$ cat src/hbd_pkg.sv
package hbd_pkg;
    // Clock and bus geometry
    localparam int          CLK_PERIOD_NS = 20;
    localparam int          ADDR_W        = 8;
    localparam int          DATA_W        = 32;
    localparam logic [1:0]  RESP_OKAY     = 2'h0;
    localparam logic [1:0]  RESP_SLVERR   = 2'h2;

    // Register offsets (byte addresses)
    localparam logic [7:0]  REG_CTRL      = 8'h00;
    localparam logic [7:0]  REG_DUTY      = 8'h04;
    localparam logic [7:0]  REG_BOOST     = 8'h08;
    localparam logic [7:0]  REG_SRV_PER   = 8'h0C;
    localparam logic [7:0]  REG_SRV_WID   = 8'h10;
    localparam logic [7:0]  REG_STATUS    = 8'h14;

    // Field positions
    localparam int          CTRL_DIR_LSB  = 0;
    localparam int          CTRL_SRV_EN   = 2;
    localparam int          BOOST_DUTY_LSB = 0;
    localparam int          BOOST_PER_LSB = 8;
    localparam int          STAT_STATE_LSB = 0;
    localparam int          STAT_BOOST    = 2;
    localparam int          STAT_SRV      = 3;

    // Fixed-frequency bridge PWM: counter runs 0..PWM_TOP
    localparam int          PWM_W         = 8;
    localparam logic [7:0]  PWM_TOP       = 8'hFE;
    localparam int          BPER_W        = 16;

    // Reset values
    localparam logic [2:0]  CTRL_RST      = 3'h0;
    localparam logic [7:0]  DUTY_RST      = 8'h00;
    localparam logic [7:0]  BOOST_DUTY_RST = 8'hFF;
    localparam logic [15:0] BOOST_PER_RST = 16'h0010;

    // Free-run pause on reversal, least time, rounded up
    localparam int          DEAD_NS       = 20;
    localparam int          DEAD_CYC_I    = (DEAD_NS + CLK_PERIOD_NS - 1) / CLK_PERIOD_NS;
    localparam logic [3:0]  DEAD_CYC      = 4'(DEAD_CYC_I < 1 ? 1 : DEAD_CYC_I);

    // Servo timing in microseconds and clock cycles
    localparam int          SRV_W         = 20;
    localparam int          SRV_PERIOD_US = 20000;
    localparam int          SRV_MIN_US    = 1000;
    localparam int          SRV_NEUTRAL_US = 1500;
    localparam int          SRV_MAX_US    = 2000;
    localparam int          SRV_CR_A_US   = 1300;
    localparam int          SRV_CR_B_US   = 1700;
    localparam logic [19:0] SRV_PERIOD_CYC = 20'(SRV_PERIOD_US * 1000 / CLK_PERIOD_NS);
    localparam logic [19:0] SRV_MIN_CYC   = 20'(SRV_MIN_US * 1000 / CLK_PERIOD_NS);
    localparam logic [19:0] SRV_NEUTRAL_CYC = 20'(SRV_NEUTRAL_US * 1000 / CLK_PERIOD_NS);
    localparam logic [19:0] SRV_MAX_CYC   = 20'(SRV_MAX_US * 1000 / CLK_PERIOD_NS);
    localparam logic [19:0] SRV_CR_A_CYC  = 20'(SRV_CR_A_US * 1000 / CLK_PERIOD_NS);
    localparam logic [19:0] SRV_CR_B_CYC  = 20'(SRV_CR_B_US * 1000 / CLK_PERIOD_NS);

    typedef enum logic [1:0] {
        ST_FREE = 2'b00,
        ST_CW   = 2'b01,
        ST_CCW  = 2'b10
    } hbd_state_t;
endpackage

$ cat src/hbd_servo_timer.sv
`timescale 1ns/1ps
`default_nettype none
module hbd_servo_timer
    import hbd_pkg::*;
(
    input  wire logic             ref_clk_in,
    input  wire logic             rst_n_in,
    input  wire logic             ce_in,
    input  wire logic             en_in,
    input  wire logic [SRV_W-1:0] period_in,
    input  wire logic [SRV_W-1:0] width_in,
    output logic                  pulse_out
);
    logic [SRV_W-1:0] cnt;
    logic [SRV_W-1:0] width_q;
    logic [SRV_W-1:0] next_cnt;
    logic [SRV_W-1:0] next_width_q;
    logic             next_pulse;

    // Width is sampled once per frame so a write never splits a pulse
    always_comb begin
        next_cnt     = cnt + 20'h00001;
        next_width_q = width_q;
        if (!en_in) begin
            // Parked on the last count so enabling always opens a whole frame
            next_cnt = period_in - 20'h00001;
        end else if (cnt >= period_in - 20'h00001) begin
            next_cnt = '0;
        end
        if (next_cnt == '0) begin
            if (width_in < SRV_MIN_CYC) begin
                next_width_q = SRV_MIN_CYC;
            end else if (width_in > SRV_MAX_CYC) begin
                next_width_q = SRV_MAX_CYC;
            end else begin
                next_width_q = width_in;
            end
        end
        next_pulse = en_in && (next_cnt < next_width_q);
    end

    always_ff @(posedge ref_clk_in or negedge rst_n_in) begin
        if (!rst_n_in) begin
            cnt       <= '0;
            width_q   <= SRV_NEUTRAL_CYC;
            pulse_out <= 1'b0;
        end else if (ce_in) begin
            cnt       <= next_cnt;
            width_q   <= next_width_q;
            pulse_out <= next_pulse;
        end
    end
endmodule
`default_nettype wire

$ cat src/hbd_drive.sv
// Contract
// - Clockwise: forward pair on, reverse off
// - Counterclockwise: reverse pair on, forward off
// - Free-run: all four switches off
// - Never both switches of one half-bridge
// - Speed by PWM, fixed period, variable duty
// - Average voltage follows programmed duty
// - Forward pair high-side PWM, reverse low-side
// - Start with high duty, then requested duty
// - Gate driver input passes through unchanged
// - Upper/lower polarity handled by driver channels
// - Servo pulse repeats, width sets position
// - 1.5 ms width is servo neutral
// - Continuous servo: neutral stops, 1.3/1.7 full
// - Servo from separate timer, not bridge PWM
`timescale 1ns/1ps
`default_nettype none
module hbd_drive
    import hbd_pkg::*;
#(
    parameter logic [SRV_W-1:0] SRV_PERIOD_RST = SRV_PERIOD_CYC,
    parameter logic [SRV_W-1:0] SRV_WIDTH_RST  = SRV_NEUTRAL_CYC
)(
    input  wire logic              ref_clk_in,
    input  wire logic              rst_n_in,
    input  wire logic              ce_in,
    input  wire logic [ADDR_W-1:0] s_axi_awaddr_in,
    input  wire logic              s_axi_awvalid_in,
    output logic                   s_axi_awready_out,
    input  wire logic [DATA_W-1:0] s_axi_wdata_in,
    input  wire logic [3:0]        s_axi_wstrb_in,
    input  wire logic              s_axi_wvalid_in,
    output logic                   s_axi_wready_out,
    output logic [1:0]             s_axi_bresp_out,
    output logic                   s_axi_bvalid_out,
    input  wire logic              s_axi_bready_in,
    input  wire logic [ADDR_W-1:0] s_axi_araddr_in,
    input  wire logic              s_axi_arvalid_in,
    output logic                   s_axi_arready_out,
    output logic [DATA_W-1:0]      s_axi_rdata_out,
    output logic [1:0]             s_axi_rresp_out,
    output logic                   s_axi_rvalid_out,
    input  wire logic              s_axi_rready_in,
    output logic                   pwm_high_side_out,
    output logic                   pwm_low_side_out,
    output logic                   fwd_switch_upper_out,
    output logic                   fwd_switch_lower_out,
    output logic                   rev_switch_upper_out,
    output logic                   rev_switch_lower_out,
    output logic                   servo_pulse_out
);
    // Register file and bus state
    logic [2:0]        ctrl;
    logic [7:0]        duty;
    logic [23:0]       boost;
    logic [SRV_W-1:0]  srv_per;
    logic [SRV_W-1:0]  srv_wid;
    logic              aw_got;
    logic              w_got;
    logic [ADDR_W-1:0] awaddr_q;
    logic [DATA_W-1:0] wdata_q;
    logic [3:0]        wstrb_q;
    logic [2:0]        next_ctrl;
    logic [7:0]        next_duty;
    logic [23:0]       next_boost;
    logic [SRV_W-1:0]  next_srv_per;
    logic [SRV_W-1:0]  next_srv_wid;
    logic              next_aw_got;
    logic              next_w_got;
    logic [ADDR_W-1:0] next_awaddr_q;
    logic [DATA_W-1:0] next_wdata_q;
    logic [3:0]        next_wstrb_q;
    logic              next_awready;
    logic              next_wready;
    logic              next_bvalid;
    logic [1:0]        next_bresp;
    logic              next_arready;
    logic              next_rvalid;
    logic [DATA_W-1:0] next_rdata;
    logic [1:0]        next_rresp;
    hbd_state_t        state;
    hbd_state_t        next_state;
    logic [3:0]        gap;
    logic [3:0]        next_gap;
    logic [BPER_W-1:0] boost_left;
    logic [BPER_W-1:0] next_boost_left;
    logic [PWM_W-1:0]  pwm_cnt;
    logic [PWM_W-1:0]  next_pwm_cnt;
    logic [PWM_W-1:0]  eff_duty;
    logic              pwm_on;
    logic              next_fwd;
    logic              next_rev;
    logic [1:0]        req_dir;
    function automatic logic [DATA_W-1:0] merge(input logic [DATA_W-1:0] old,
                                                 input logic [DATA_W-1:0] wd,
                                                 input logic [3:0]        be);
        logic [DATA_W-1:0] r;
        r = old;
        for (int i = 0; i < 4; i++) begin
            if (be[i]) begin
                r[i*8 +: 8] = wd[i*8 +: 8];
            end
        end
        return r;
    endfunction
    always_comb begin
        next_ctrl     = ctrl;
        next_duty     = duty;
        next_boost    = boost;
        next_srv_per  = srv_per;
        next_srv_wid  = srv_wid;
        next_aw_got   = aw_got;
        next_w_got    = w_got;
        next_awaddr_q = awaddr_q;
        next_wdata_q  = wdata_q;
        next_wstrb_q  = wstrb_q;
        next_awready  = s_axi_awready_out;
        next_wready   = s_axi_wready_out;
        next_bvalid   = s_axi_bvalid_out;
        next_bresp    = s_axi_bresp_out;
        next_arready  = s_axi_arready_out;
        next_rvalid   = s_axi_rvalid_out;
        next_rdata    = s_axi_rdata_out;
        next_rresp    = s_axi_rresp_out;
        if (s_axi_awvalid_in && s_axi_awready_out) begin
            next_aw_got   = 1'b1;
            next_awaddr_q = s_axi_awaddr_in;
            next_awready  = 1'b0;
        end
        if (s_axi_wvalid_in && s_axi_wready_out) begin
            next_w_got   = 1'b1;
            next_wdata_q = s_axi_wdata_in;
            next_wstrb_q = s_axi_wstrb_in;
            next_wready  = 1'b0;
        end
        if (aw_got && w_got && !s_axi_bvalid_out) begin
            next_aw_got = 1'b0;
            next_w_got  = 1'b0;
            next_bvalid = 1'b1;
            next_bresp  = RESP_OKAY;
            unique case ({awaddr_q[7:2], 2'b00})
                REG_CTRL:    next_ctrl = 3'(merge(32'(ctrl), wdata_q, wstrb_q));
                REG_DUTY:    next_duty = 8'(merge(32'(duty), wdata_q, wstrb_q));
                REG_BOOST:   next_boost = 24'(merge(32'(boost), wdata_q, wstrb_q));
                REG_SRV_PER: next_srv_per = 20'(merge(32'(srv_per), wdata_q, wstrb_q));
                REG_SRV_WID: next_srv_wid = 20'(merge(32'(srv_wid), wdata_q, wstrb_q));
                REG_STATUS:  next_bresp = RESP_OKAY;
                default:     next_bresp = RESP_SLVERR;
            endcase
        end
        if (s_axi_bvalid_out && s_axi_bready_in) begin
            next_bvalid  = 1'b0;
            next_awready = 1'b1;
            next_wready  = 1'b1;
        end
        if (s_axi_arvalid_in && s_axi_arready_out) begin
            next_arready = 1'b0;
            next_rvalid  = 1'b1;
            next_rresp   = RESP_OKAY;
            next_rdata   = '0;
            unique case ({s_axi_araddr_in[7:2], 2'b00})
                REG_CTRL:    next_rdata = 32'(ctrl);
                REG_DUTY:    next_rdata = 32'(duty);
                REG_BOOST:   next_rdata = 32'(boost);
                REG_SRV_PER: next_rdata = 32'(srv_per);
                REG_SRV_WID: next_rdata = 32'(srv_wid);
                REG_STATUS:  next_rdata = 32'({servo_pulse_out, (boost_left != '0), state});
                default:     next_rresp = RESP_SLVERR;
            endcase
        end else if (s_axi_rvalid_out && s_axi_rready_in) begin
            next_rvalid  = 1'b0;
            next_arready = 1'b1;
        end
    end
    always_ff @(posedge ref_clk_in or negedge rst_n_in) begin
        if (!rst_n_in) begin
            ctrl              <= CTRL_RST;
            duty              <= DUTY_RST;
            boost             <= {BOOST_PER_RST, BOOST_DUTY_RST};
            srv_per           <= SRV_PERIOD_RST;
            srv_wid           <= SRV_WIDTH_RST;
            aw_got            <= 1'b0;
            w_got             <= 1'b0;
            awaddr_q          <= '0;
            wdata_q           <= '0;
            wstrb_q           <= '0;
            s_axi_awready_out <= 1'b1;
            s_axi_wready_out  <= 1'b1;
            s_axi_bvalid_out  <= 1'b0;
            s_axi_bresp_out   <= RESP_OKAY;
            s_axi_arready_out <= 1'b1;
            s_axi_rvalid_out  <= 1'b0;
            s_axi_rdata_out   <= '0;
            s_axi_rresp_out   <= RESP_OKAY;
        end else if (ce_in) begin
            ctrl              <= next_ctrl;
            duty              <= next_duty;
            boost             <= next_boost;
            srv_per           <= next_srv_per;
            srv_wid           <= next_srv_wid;
            aw_got            <= next_aw_got;
            w_got             <= next_w_got;
            awaddr_q          <= next_awaddr_q;
            wdata_q           <= next_wdata_q;
            wstrb_q           <= next_wstrb_q;
            s_axi_awready_out <= next_awready;
            s_axi_wready_out  <= next_wready;
            s_axi_bvalid_out  <= next_bvalid;
            s_axi_bresp_out   <= next_bresp;
            s_axi_arready_out <= next_arready;
            s_axi_rvalid_out  <= next_rvalid;
            s_axi_rdata_out   <= next_rdata;
            s_axi_rresp_out   <= next_rresp;
        end
    end
    // Direction, boost and PWM; any change of direction goes via free-run
    always_comb begin
        req_dir         = ctrl[CTRL_DIR_LSB +: 2];
        next_state      = state;
        next_gap        = (gap != '0) ? gap - 4'h1 : gap;
        next_boost_left = boost_left;
        next_pwm_cnt    = (pwm_cnt >= PWM_TOP) ? '0 : pwm_cnt + 8'h01;
        if (pwm_cnt >= PWM_TOP && boost_left != '0) begin
            next_boost_left = boost_left - 16'h0001;
        end
        unique case (state)
            ST_FREE: begin
                if (gap == '0 && (req_dir == 2'(ST_CW) || req_dir == 2'(ST_CCW))) begin
                    next_state      = hbd_state_t'(req_dir);
                    next_boost_left = boost[BOOST_PER_LSB +: BPER_W];
                end
            end
            ST_CW, ST_CCW: begin
                if (req_dir != 2'(state)) begin
                    next_state      = ST_FREE;
                    next_gap        = DEAD_CYC;
                    next_boost_left = '0;
                end
            end
            default: next_state = ST_FREE;
        endcase
        // Boost only ever raises the duty, never lowers a high request
        if (boost_left != '0 && boost[BOOST_DUTY_LSB +: 8] > duty) begin
            eff_duty = boost[BOOST_DUTY_LSB +: 8];
        end else begin
            eff_duty = duty;
        end
        pwm_on   = pwm_cnt < eff_duty;
        next_fwd = (state == ST_CW) && pwm_on;
        next_rev = (state == ST_CCW) && pwm_on;
    end
    always_ff @(posedge ref_clk_in or negedge rst_n_in) begin
        if (!rst_n_in) begin
            state                <= ST_FREE;
            gap                  <= '0;
            boost_left           <= '0;
            pwm_cnt              <= '0;
            pwm_high_side_out    <= 1'b0;
            pwm_low_side_out     <= 1'b0;
            fwd_switch_upper_out <= 1'b0;
            fwd_switch_lower_out <= 1'b0;
            rev_switch_upper_out <= 1'b0;
            rev_switch_lower_out <= 1'b0;
        end else if (ce_in) begin
            state                <= next_state;
            gap                  <= next_gap;
            boost_left           <= next_boost_left;
            pwm_cnt              <= next_pwm_cnt;
            pwm_high_side_out    <= next_fwd;
            pwm_low_side_out     <= next_rev;
            // 1 means switch on; the driver's inverting channel serves the P-side
            fwd_switch_upper_out <= next_fwd;
            fwd_switch_lower_out <= next_fwd;
            rev_switch_upper_out <= next_rev;
            rev_switch_lower_out <= next_rev;
        end
    end
    hbd_servo_timer u_servo (
        .ref_clk_in (ref_clk_in),
        .rst_n_in   (rst_n_in),
        .ce_in      (ce_in),
        .en_in      (ctrl[CTRL_SRV_EN]),
        .period_in  (srv_per),
        .width_in   (srv_wid),
        .pulse_out  (servo_pulse_out)
    );
endmodule
`default_nettype wire

$ cat config.mk
export PLATFORM = sky130hd
export DESIGN_NAME = hbd_drive
export DESIGN_NICKNAME = d
export VERILOG_FILES = /design/src/hbd_pkg.sv /design/src/hbd_servo_timer.sv /design/src/hbd_drive.sv
export SDC_FILE = /design/constraint.sdc
export NUM_CORES = 1
export LEC_CHECK = 0
export BUFFER_PORTS_ARGS = -buffer_cell sky130_fd_sc_hd__clkbuf_2
export CAP_MARGIN = 20
export CORE_ASPECT_RATIO = 0.75
export CORE_MARGIN = 3
export CORE_UTILIZATION = 25
export DETAILED_ROUTE_END_ITERATION = 8
export PLACE_DENSITY = 0.41
export SYNTH_ARGS = -nofsm -noshare
export SYNTH_HDL_FRONTEND = slang
export SYNTH_SLANG_ARGS = --single-unit
$ cat constraint.sdc
create_clock -name ref_clk_in -period 5.55 [get_ports ref_clk_in]
set_input_delay 0.8325 -clock ref_clk_in [delete_from_list [all_inputs] [get_ports ref_clk_in]]
set_output_delay 0.8325 -clock ref_clk_in [all_outputs]
set_load 0.05 [all_outputs]
# After elaboration in Yosys (flattened, before gate mapping)
# Cells that the tools add are included.
# totals
ff_bits	226
input_bits	60
out_inout_bits	48
# classes
n_addsub	5
magnitude_cmp	7
eq_ne	17
mux	34
n_reduce_logical	53
# op_table
cell	count
$pmux W24 S6	1
$mux W20	5
$mux W16	3
$reduce_and A4 Y1	11
$pmux W16 S2	1
$eq A6 B2 Y1 const B	4
$eq A6 B3 Y1 const B	4
$add A20 B1 Y20 const B	1
$ge A20 B20 Y1	1
$gt A20 B17 Y1 const B	1
$logic_not A20 Y1	1
$lt A20 B16 Y1 const B	1
$lt A20 B20 Y1	1
$reduce_and A2 Y1	10
$sub A20 B1 Y20 const B	1
$mux W8	2
$reduce_bool A16 Y1	1
$sub A16 B1 Y16 const B	1
$mux W1	14
$logic_and A1 B1 Y1	13
$eq A6 B1 Y1 const B	2
$logic_not A6 Y1	2
$mux W4	3
$reduce_bool A2 Y1	6
19 further kinds	26

# Depth between registers and ports, before layout
# Gate-level depths: netlist of the first run.
# depth
depth_word	8
mapped_depth	25

# Hierarchy
# A second synthesis of the first run with hierarchy kept.
# hier_totals
hier_cells	1173
area_unflattened_um2	12554.5
# modules_own_cells
mod	n_inst	cells_each	area_each_um2	seq_area_each_um2
hbd_drive	1	727	8426.8	4362.9
hbd_servo_timer	1	446	4127.7	1036.0

# Worst setup path before layout of the first run
# OpenSTA, ideal clock, no wires.
# synth_path
path_kind	register to register
from	register srv_per[3]
to	register u_servo.pulse_out
setup_time_ps	77
arrival_time_ps	6019
setup_slack_ps	-545
stages_incl_launch_ff	22
path_buffers	1
period_less_slack_ps	6095
path_cell_list	dfrtp_1 > or4_4 > or4_4 > or2_1 > or4_1 > xor2_1 > ha_1 > a21o_1 > a21o_1 > a2111oi_0 > o31ai_1 > o211ai_1 > clkbuf_1 > nand2_1 > ha_1 > a21o_1 > a21o_1 > a2111oi_0 > o21ai_0 > nor4_1 > o221ai_1 > o21ai_1
# synth_via
elab_chain_cells	8
# synth_rtl
element	line	rtl
from (decl)	hbd_drive.sv:56	logic [SRV_W-1:0] srv_per;
from (signal assigned)	hbd_drive.sv:199	srv_per <= next_srv_per;
$sub A20 B1 Y20 (*)	hbd_servo_timer.sv:26, hbd_servo_timer.sv:27	
$ge A20 B20 Y1	hbd_servo_timer.sv:27	end else if (cnt >= period_in - 20'h00001) begin
$mux W20	hbd_servo_timer.sv:27	
$mux W20 (*)	hbd_servo_timer.sv:24	if (!en_in) begin
$logic_not A20 Y1	hbd_servo_timer.sv:30	if (next_cnt == '0) begin
$mux W20	hbd_servo_timer.sv:30	
$lt A20 B20 Y1 (*)	hbd_servo_timer.sv:39	next_pulse = en_in && (next_cnt < next_width_q);
$logic_and A1 B1 Y1 (*)	hbd_servo_timer.sv:39	
to (signal assigned)	hbd_servo_timer.sv:50	pulse_out <= next_pulse;
to (decl)	hbd_servo_timer.sv:12	output logic pulse_out
# Mark *: on every way between the ends. The rest lies on a longest branch, timed or not.
# A chain may end at the register's enable or synchronous reset.

# Worst setup path after layout of the first run
# Same ends and word-level chain as after synthesis.

==> results.md, run 1 <==
- No sink is reached through more buffers than the 3 on the longest clock path.
- The met1 global-route usage is 23.9%.
- The fraction of layout cells with a size suffix above 1 is 28.2%.
- Fill cells in the final layout number 5056.
- The core region is 49000 sq um.
- The summed instance area of the synthesized netlist is 12400 sq um.
- The final reports fail on setup timing.
- The root buffer cell chosen for the clock tree is clkbuf_16.
- The number of buffers inserted during clock tree synthesis is 25.
- The final worst-path cycle share is 105%.
- During synthesis, Yosys emitted a total of 0 warnings.
- The critical path required time is 6.01 ns.
- The maximum level of the CTS H-tree is 1.
- The clock tree from TritonCTS is built.
- With fillers left out, the area of the finished cells amounts to 14900 sq um.
- The area growth from synthesis to layout is 19.9%.
- The post-synthesis sequential element count is 214.
- Before antenna repair, the detailed router went through 5 iterations.
- Once the floorplan was initialized, standard cells occupied 25.4% of the core.
- After detailed routing, the total wire length is 39000 microns.
- The relative slew slack is 31.9%.
- The global-route wire length before repair is 60900 microns.
- For this run, the total global-route usage over all layers was measured as 14.8%.
- The number of routed nets with antenna violations is 0.
- The number of enable-type register cells in the synthesized netlist is 0.
- The final hold violation count is 0.
- The y dimension of the die is 199 microns.
- The worst setup path is launched from a register.
- The power per standard cell area is 384 nW/um^2.
- The min-delay analysis places its worst path in the category input port to asynchronous set/reset pin.
- The top flip-flop cell by instance count after synthesis is dfrtp_1.
- The final clock skew is 0.0118 ns.
- In this run the worst path has a maximum fanout of 6.
- The setup path with the least slack is of type register to register.
- After layout, the worst setup slack is -0.283 ns.
- In this run, the number of DRC markers left after iteration 0 of detailed routing was 675.
- The number of buffers added to fix hold violations after cts is 0.
- For this run, the top clock speed supported by timing is 171 MHz.
- The tree built by TritonCTS fans out to 214 sinks.
- The final RePlAce weighted congestion is 0.800.
- The leakage power figure is 6.74 nW.
- The horizontal die dimension is 264 microns.
- met1 is the most crowded layer.
- The transition time at the pin with the least slew margin is 1.02 ns.
- The count of input and output buffers is 84.
- The final HPWL from detailed placement is 29600 microns.
- Counting every instance in the synthesized netlist gives 1248.
- The number of diodes added for antenna fixing is 0.
- The largest net degree at the start of global routing is 89.
- Max-cap violations in this run came to 0.
- The average via count per standard cell is 4.89.
- For met3 alone, demand over resource in global routing was 2.33%.
- The run finished, with violations left.
- The number of antenna violations at the first check in global routing is 2.
- Summing all placed instances gives a cell area of 14000 sq um.
- The synthesized netlist contains 70 unique library cells.
- The vias after detailed routing is 10.0k.
- Setup repair after global routing could not meet its margin everywhere.
- The number of remaining DRC errors is 0.
- Summing the sequential cell areas from Yosys gives 43.4% of the chip area.
- Summing internal, switching and leakage power gives 5.73 mW.
- The die covers 52500 sq um.
- The data arrival time of the critical path is 6.30 ns.
- 108 I/O pins were placed.
- The via count of the first global-routing pass is 9776.
- After clock tree synthesis, the clock-pin slew on the worst setup and hold paths is 0.06 ns.
- Dividing the detail-routed wire length by the instance count gives 19.1 microns.
- VDD sags by at most 0.000239 V.
- The site row count is 70.
- The overflow left after global routing is 0.
- Summed over its instances, the top area cell type makes up 36.0% of the synthesized netlist area.
- Sorting the synthesized cells by area gives the leading types as dfrtp_1, mux2_2, dfstp_2.
- Across all hold checks on the routed design, the worst slack comes to 0.266 ns.
- The met2 usage in global routing is 20.6%.
- Setup violations remaining at the end of the flow were counted as 1.
- The final critical delay including setup and external delays is 5.83 ns.
- The synthesized area per cell is 9.97 sq um.
- The final-report max-slew violation count is 0.
- The net count of the finished layout is 1505.
- After synthesis, the share of flip-flops with an asynchronous set or reset is 100%.
- STA classifies the critical path endpoint as a register.
- The later pin in the worst-skew pair is clocked with a latency of 0.54 ns.
- The biggest area contributor in the post-synthesis netlist is dfrtp_1.
==> sequential cells by signal, summed over array words and instances (netlist names), 2 cells and up <==
| register | count |
|---|---|
| awaddr_q | 6 |
| boost | 24 |
| boost_left | 16 |
| ctrl | 3 |
| duty | 8 |
| gap | 4 |
| pwm_cnt | 8 |
| s_axi_rdata_out | 24 |
| srv_per | 20 |
| srv_wid | 20 |
| state | 2 |
| u_servo.cnt | 20 |
| u_servo.width_q | 20 |
| wdata_q | 24 |
| wstrb_q | 3 |
==> layout by cell type, fill, tap and decap left out, drive strengths merged, types with 17 or more instances in the layout <==
cell type  count
dfrtp        179
nor2         129
mux2         124
clkbuf       117
nand2        105
buf           80
o21ai         75
a21oi         69
ha            65
dfstp         35
mux2i         31
inv           30
nand3         28
nand4         26
xor2          26
nor3          23
o22ai         22
a22oi         21
a21o          17
xnor2         17
==> power by group <==
group          leakage (nW)  internal [mW]  switching, mW
registers              2.71           1.91          0.424
clock network         0.389          0.926          0.686
logic                  3.64          0.835          0.947
total                  6.74           3.67           2.06
==> final timing paths <==
path	start	to	slack (ns)	cells past startpoint
setup / recovery	srv_per[3]	u_servo.pulse_out	-0.28	22
hold / removal	rst_n_in	pwm_cnt[4]	0.27	1
setup reg to reg	srv_per[3]	u_servo.pulse_out	-0.28	22
hold reg to reg	s_axi_rdata_out[21]	s_axi_rdata_out[21]	0.48	2
max in group asynchronous	rst_n_in	u_servo.cnt[2]	4.09	2
min in group ref_clk_in	s_axi_rdata_out[21]	s_axi_rdata_out[21]	0.48	2
==> worst max-delay path, stage by stage, from the launching register on <==
cell and delay, ns:
dfrtp_1 0.38, or4_4 0.55, or4_4 0.46, or2_4 0.27
or4_4 0.46, xor2_2 0.17, ha_1 0.30, a21o_1 0.19
a21o_1 0.18, a2111oi_4 0.30, o31ai_2 0.12, o211ai_1 0.30
buf_4 0.23, mux2i_1 0.09, ha_2 0.19, a21o_1 0.17
a21o_1 0.17, a2111oi_4 0.32, o21ai_2 0.18, nor4_2 0.31
buf_4 0.17, o221ai_2 0.07, o21ai_1 0.16
==> per-stage QoR <==
stage	TNS, ns	setup WS [ns]	utilization [%]	cells
4_1_cts	-0.269	-0.269	30.4	2045
5_1_grt	-0.513	-0.513	30.5	2045
3_5_place_dp	-0.521	-0.521	28.7	1996
3_3_place_gp	-0.295	-0.295	28.7	1996
6_report	-0.283	-0.283	30.5	2045
2_1_floorplan	-0.0982	-0.0982	-	1257
==> metal layers <==
layer  vias to the layer above  part of all wire, %
met5                         -                0.033
met1                      4951                   54
li1                       4795                    -
met2                       218                   40
met3                        34                  5.1
met4                         2                  1.4
==> synthesized netlist by cell type (8+ instances only) <==
| cell | count |
|---|---|
| o22ai_1 | 22 |
| nor4_1 | 15 |
| dfstp_2 | 35 |
| xnor2_1 | 17 |
| and3_1 | 9 |
| o21ai_0 | 72 |
| or3_1 | 9 |
| a22oi_1 | 21 |
| clkbuf_1 | 47 |
| and2_1 | 14 |
| nand2_1 | 105 |
| a21oi_1 | 69 |
| mux2_2 | 107 |
| nor2_1 | 129 |
| mux2i_1 | 31 |
| mux2_4 | 16 |
| dfrtp_1 | 179 |
| nand3_1 | 28 |
| nand4_1 | 26 |
| ha_1 | 65 |
| buf_4 | 14 |
| a21o_1 | 17 |
| xor2_1 | 26 |
| inv_1 | 28 |
| o21a_1 | 8 |
| nor2b_1 | 9 |
| nor3_1 | 23 |
==> timing repair <==
| item | in CTS | in global routing |
|---|---|---|
| endpoints found under the setup margin | 1 | 1 |
| cloned | 0 | 0 |
| endpoints found under the hold margin | 0 | 0 |
| resized for setup | 8 | 4 |
| pin swaps | 6 | 5 |
| setup buffers | 5 | 0 |
==> logic make-up (layout without fill, tap and decap cells) <==
family	count (synthesis)	after routing	synth area share (%)
and+or+nand+nor	398	398	15.1
AOI/OAI and AO/OA	274	274	13.9
DFF	214	214	43.4
muxes	157	157	14.6
buffers and inverters	96	236	3.45
adders and majority gates	65	65	6.54
xor gates and xnor gates	43	43	3.03
other	1	10	0.0301
==> layout make-up <==
type / instances / area, sq um / area share [%]
Clock inverter: 10 / 81.3 / 0.545
Tap cell: 648 / 811 / 5.43
Multi-Input combinational cell: 947 / 6790 / 45.5
Clock buffer: 34 / 699 / 4.69
Sequential cell: 214 / 5400 / 36.2
Timing Repair Buffer: 163 / 1040 / 6.97
Inverter: 29 / 109 / 0.729
No activity file was read; power rests on OpenSTA's default activity.
==> inputs of run 2 (changes only) <==
--- a/config.mk
+++ b/config.mk
@@ -5,13 +5,15 @@
 export SDC_FILE = /design/constraint.sdc
 export NUM_CORES = 1
 export LEC_CHECK = 0
-export BUFFER_PORTS_ARGS = -buffer_cell sky130_fd_sc_hd__clkbuf_2
+export BUFFER_PORTS_ARGS = -buffer_cell sky130_fd_sc_hd__buf_2
 export CAP_MARGIN = 20
 export CORE_ASPECT_RATIO = 0.75
 export CORE_MARGIN = 3
 export CORE_UTILIZATION = 25
 export DETAILED_ROUTE_END_ITERATION = 8
+export GPL_TIMING_DRIVEN = 0
 export PLACE_DENSITY = 0.41
+export SLEW_MARGIN = 10
 export SYNTH_ARGS = -nofsm -noshare
 export SYNTH_HDL_FRONTEND = slang
 export SYNTH_SLANG_ARGS = --single-unit
==> run 2 against run 1 <==
  * The run still ends with setup timing left
  * Clock-buffer cell count is 3 higher
  * Highest routed layer is now met4
  * Flip-flop and latch count stayed put
  * Worst setup slack worse by 0.11 ns
  * Global-route usage is 0.63 points higher
  * Critical endpoint unchanged
  * Clock power is 4% lower
  * Combinational power is 3% lower
  * Critical path depth stayed put
  * Sequential share of layout area is 0.39 points higher
  * Largest power group unchanged
  * Via count is 2.0% higher
  * Sequential power hardly changed
  * Worst hold slack worse by 0.10 ns
  * Utilization is 0.30 points lower
==> results.md, run 2 (synthesis gave the netlist of run 1 again) <==
- The type of element capturing the critical path is a register (unchanged).
- The share of the core filled with cells in the final layout is 30.2% (was 30.5%).
- The setup violation total in the final timing report is 1 (unchanged).
- The count of maximum capacitance violations is 0 (unchanged).
- The count of input and output buffers came to 83 (was 84).
- The critical path required time is 6.01 ns (about the same).
- Failing checks: setup timing (unchanged).
- The total global routing track utilization is 15.4% (was 14.8%).
- The horizontal die dimension is 264 microns (unchanged).
- The achievable frequency is 168 MHz (was 171 MHz).
- RSZ-0062 raised after global routing: true (unchanged).
- The largest net degree at the start of global routing was 101 (was 89).
- The clock latency reported for the late side of the worst-skew pair is 0.53 ns (was 0.54 ns).
- The average via count per standard cell was 4.98 (was 4.89).
- The clock input transition at the sequential cells of the worst setup and hold paths is 0.06 ns (about the same).
- Top flop regs: boost: 24 flops, s_axi_rdata_out: 24 flops, wdata_q: 24 flops (unchanged).
- The setup total negative slack is -0.394 ns (was -0.283 ns).
- The number of remaining DRC errors came to 0 (unchanged).
- The starting utilization of the core area is 25.4% (unchanged).
- The number of buffers inserted during clock tree synthesis is 25 (unchanged).
- Run status: finished, violations left (unchanged).
- The clock tree from TritonCTS is built (unchanged).
- The total number of clock tree sinks came to 214 (unchanged).
- The power per standard cell area is 379 nW/um^2 (was 384 nW/um^2).
- The via count of the first global-routing pass is 9810 (was 9776).
- The final RePlAce weighted congestion is 0.861 (was 0.800).
- The y dimension of the die was 199 microns (unchanged).
- The most common cell after layout, fill and taps aside is dfrtp_1 (unchanged).
- The final-report max-slew violation count is 0 (unchanged).
- The root cell of the clock tree is clkbuf_16 (unchanged).
- The DRC violation total after the first TritonRoute iteration is 717 (was 675).
- The number of routed nets with antenna violations was 0 (unchanged).
- The highest fanout seen on the critical path is 10 (was 6).
- Most frequent cells in the layout: dfrtp_1, nor2_1, mux2_2 (unchanged).
- The length of the first detailed-routing pass in iterations is 5 (unchanged).
- The final worst-path cycle share is 107% (was 105%).
- The maximum level of the CTS H-tree came to 1 (unchanged).
- The buffer depth of the longest clock path is 3 (unchanged).
- The floorplan core area was 49000 sq um (unchanged).
- The final clock skew was 0.0155 ns (was 0.0118 ns).
- The area growth from synthesis to layout is 18.7% (was 19.9%).
- The final hold violation count is 0 (unchanged).
- The vias after detailed routing is 10.2k (was 10.0k).
- The final HPWL from detailed placement came to 31900 microns (was 29600 microns).
- The routed wirelength normalized by instance count was 20.3 microns (was 19.1 microns).
- The number of buffers added to fix hold violations after cts is 0 (unchanged).
- The number of antenna violations at the first check in global routing is 2 (unchanged).
- The path type of the worst min-delay path is input port to asynchronous set/reset pin (unchanged).
- The global-route wire length before repair was 62700 microns (was 60900 microns).
- The number of ports placed on the die boundary came to 108 (unchanged).
- The site row count came to 70 (unchanged).
- The overflow left after global routing came to 0 (unchanged).
- The nature of the critical path startpoint is a register (unchanged).
- The fraction of layout cells with a size suffix above 1 came to 24.7% (was 28.2%).
- The maximum resistive drop on vdd is 0.000178 V (was 0.000239 V).
- The data arrival time of the critical path came to 6.40 ns (was 6.30 ns).
- The kind of critical path is register to register (unchanged).
- The final-stage net count is 1505 (unchanged).
- The final critical delay including setup and external delays is 5.94 ns (was 5.83 ns).
- The relative slew slack was 17.1% (was 31.9%).
- The transition time at the pin with the least slew margin is 1.23 ns (was 1.02 ns).
- The detailed-route wire length is 41400 microns (was 39000 microns).
- The die area came to 52500 sq um (unchanged).
- The leakage power figure is 6.59 nW (was 6.74 nW).
- The worst-case setup margin in the final layout is -0.394 ns (was -0.283 ns).
run 2: cell count changes in the layout (fill, tap and decap cells not counted), moves of 48 or more:
cell      before  now
buf_2          0   82
buf_4         77   24
clkbuf_1       5   53
clkbuf_2      83    2
run 2: final timing paths:
path | from | endpoint | slack, ns | depth (start not counted)
setup / recovery | srv_per[3] | u_servo.pulse_out | -0.39 | 22
hold / removal | rst_n_in | pwm_cnt[4] | 0.16 | 1
setup reg to reg | srv_per[3] | u_servo.pulse_out | -0.39 | 22
hold reg to reg | s_axi_rdata_out[18] | s_axi_rdata_out[18] | 0.48 | 2
max in group asynchronous | rst_n_in | srv_per[19] | 4.56 | 2
min in group ref_clk_in | s_axi_rdata_out[18] | s_axi_rdata_out[18] | 0.48 | 2
run 2: critical path, stage by stage (launching register included):
cell       delay (ns)
dfrtp_2          0.41
or4_4            0.53
or4_4            0.47
or2_4            0.28
or4_4            0.48
nor3_4           0.16
xnor2_2          0.15
ha_1             0.29
buf_4            0.15
a2111oi_4        0.37
o31ai_4          0.15
o211ai_1         0.19
buf_4            0.17
clkbuf_16        0.18
mux2i_1          0.20
ha_1             0.26
a21o_1           0.19
a21o_1           0.17
a21oi_1          0.14
o21ai_1          0.16
nor4_2           0.42
o221ai_1         0.19
o21ai_1          0.15
run 2: report_power, final:
part / internal (mW) / leakage (nW) / switching (mW) / total (mW)
clock network: 0.871 / 0.368 / 0.672 / 1.54
registers: 1.91 / 2.70 / 0.412 / 2.32
logic: 0.771 / 3.52 / 0.959 / 1.73
total: 3.55 / 6.59 / 2.04 / 5.60
run 2: timing repair:
item	4_1_cts	5_1_grt
setup endpoints to repair	1	1
cloned	0	0
pin swaps	10	5
gates resized for setup	15	9
setup buffers	10	0
run 2: per-layer routing:
metal  wire length (microns)  track usage (%)  part of all wire (%)  up-vias
met4                     337             1.96                  0.81        0
met2                   16000             20.7                    39      213
li1                        -                -                     -     4797
met5                       0                0                     0        -
met3                    2130             2.74                   5.1       24
met1                   23000             25.5                    56     5161
run 2: stage by stage:
step / hold WS, ns / power [mW] / instance area (sq um) / worst slack (ns) / instances
final: 0.162 / 5.60 / 14800 / -0.394 / 2046
after global routing: 0.153 / 5.97 / 14800 / -0.605 / 2045
after CTS: 0.140 / 5.64 / 14700 / -0.390 / 2044
after detailed placement: 0.469 / 4.01 / 13800 / -0.923 / 1990
after global placement: 0.468 / 3.99 / 13800 / -0.971 / 1988
after floorplan: 0.453 / 3.44 / 12500 / -0.0982 / 1257
run 2: area by class of cell:
cell class | instances | area, sq um
Antenna cell | 1 | 2.50
Buffer | 67 | 357
Clock buffer | 37 | 701
Clock inverter | 7 | 38.8
Fill cell | 5131 | 34200
Inverter | 29 | 109
Multi-Input combinational cell | 947 | 6790
Sequential cell | 214 | 5400
Tap cell | 648 | 811
Timing Repair Buffer | 96 | 561
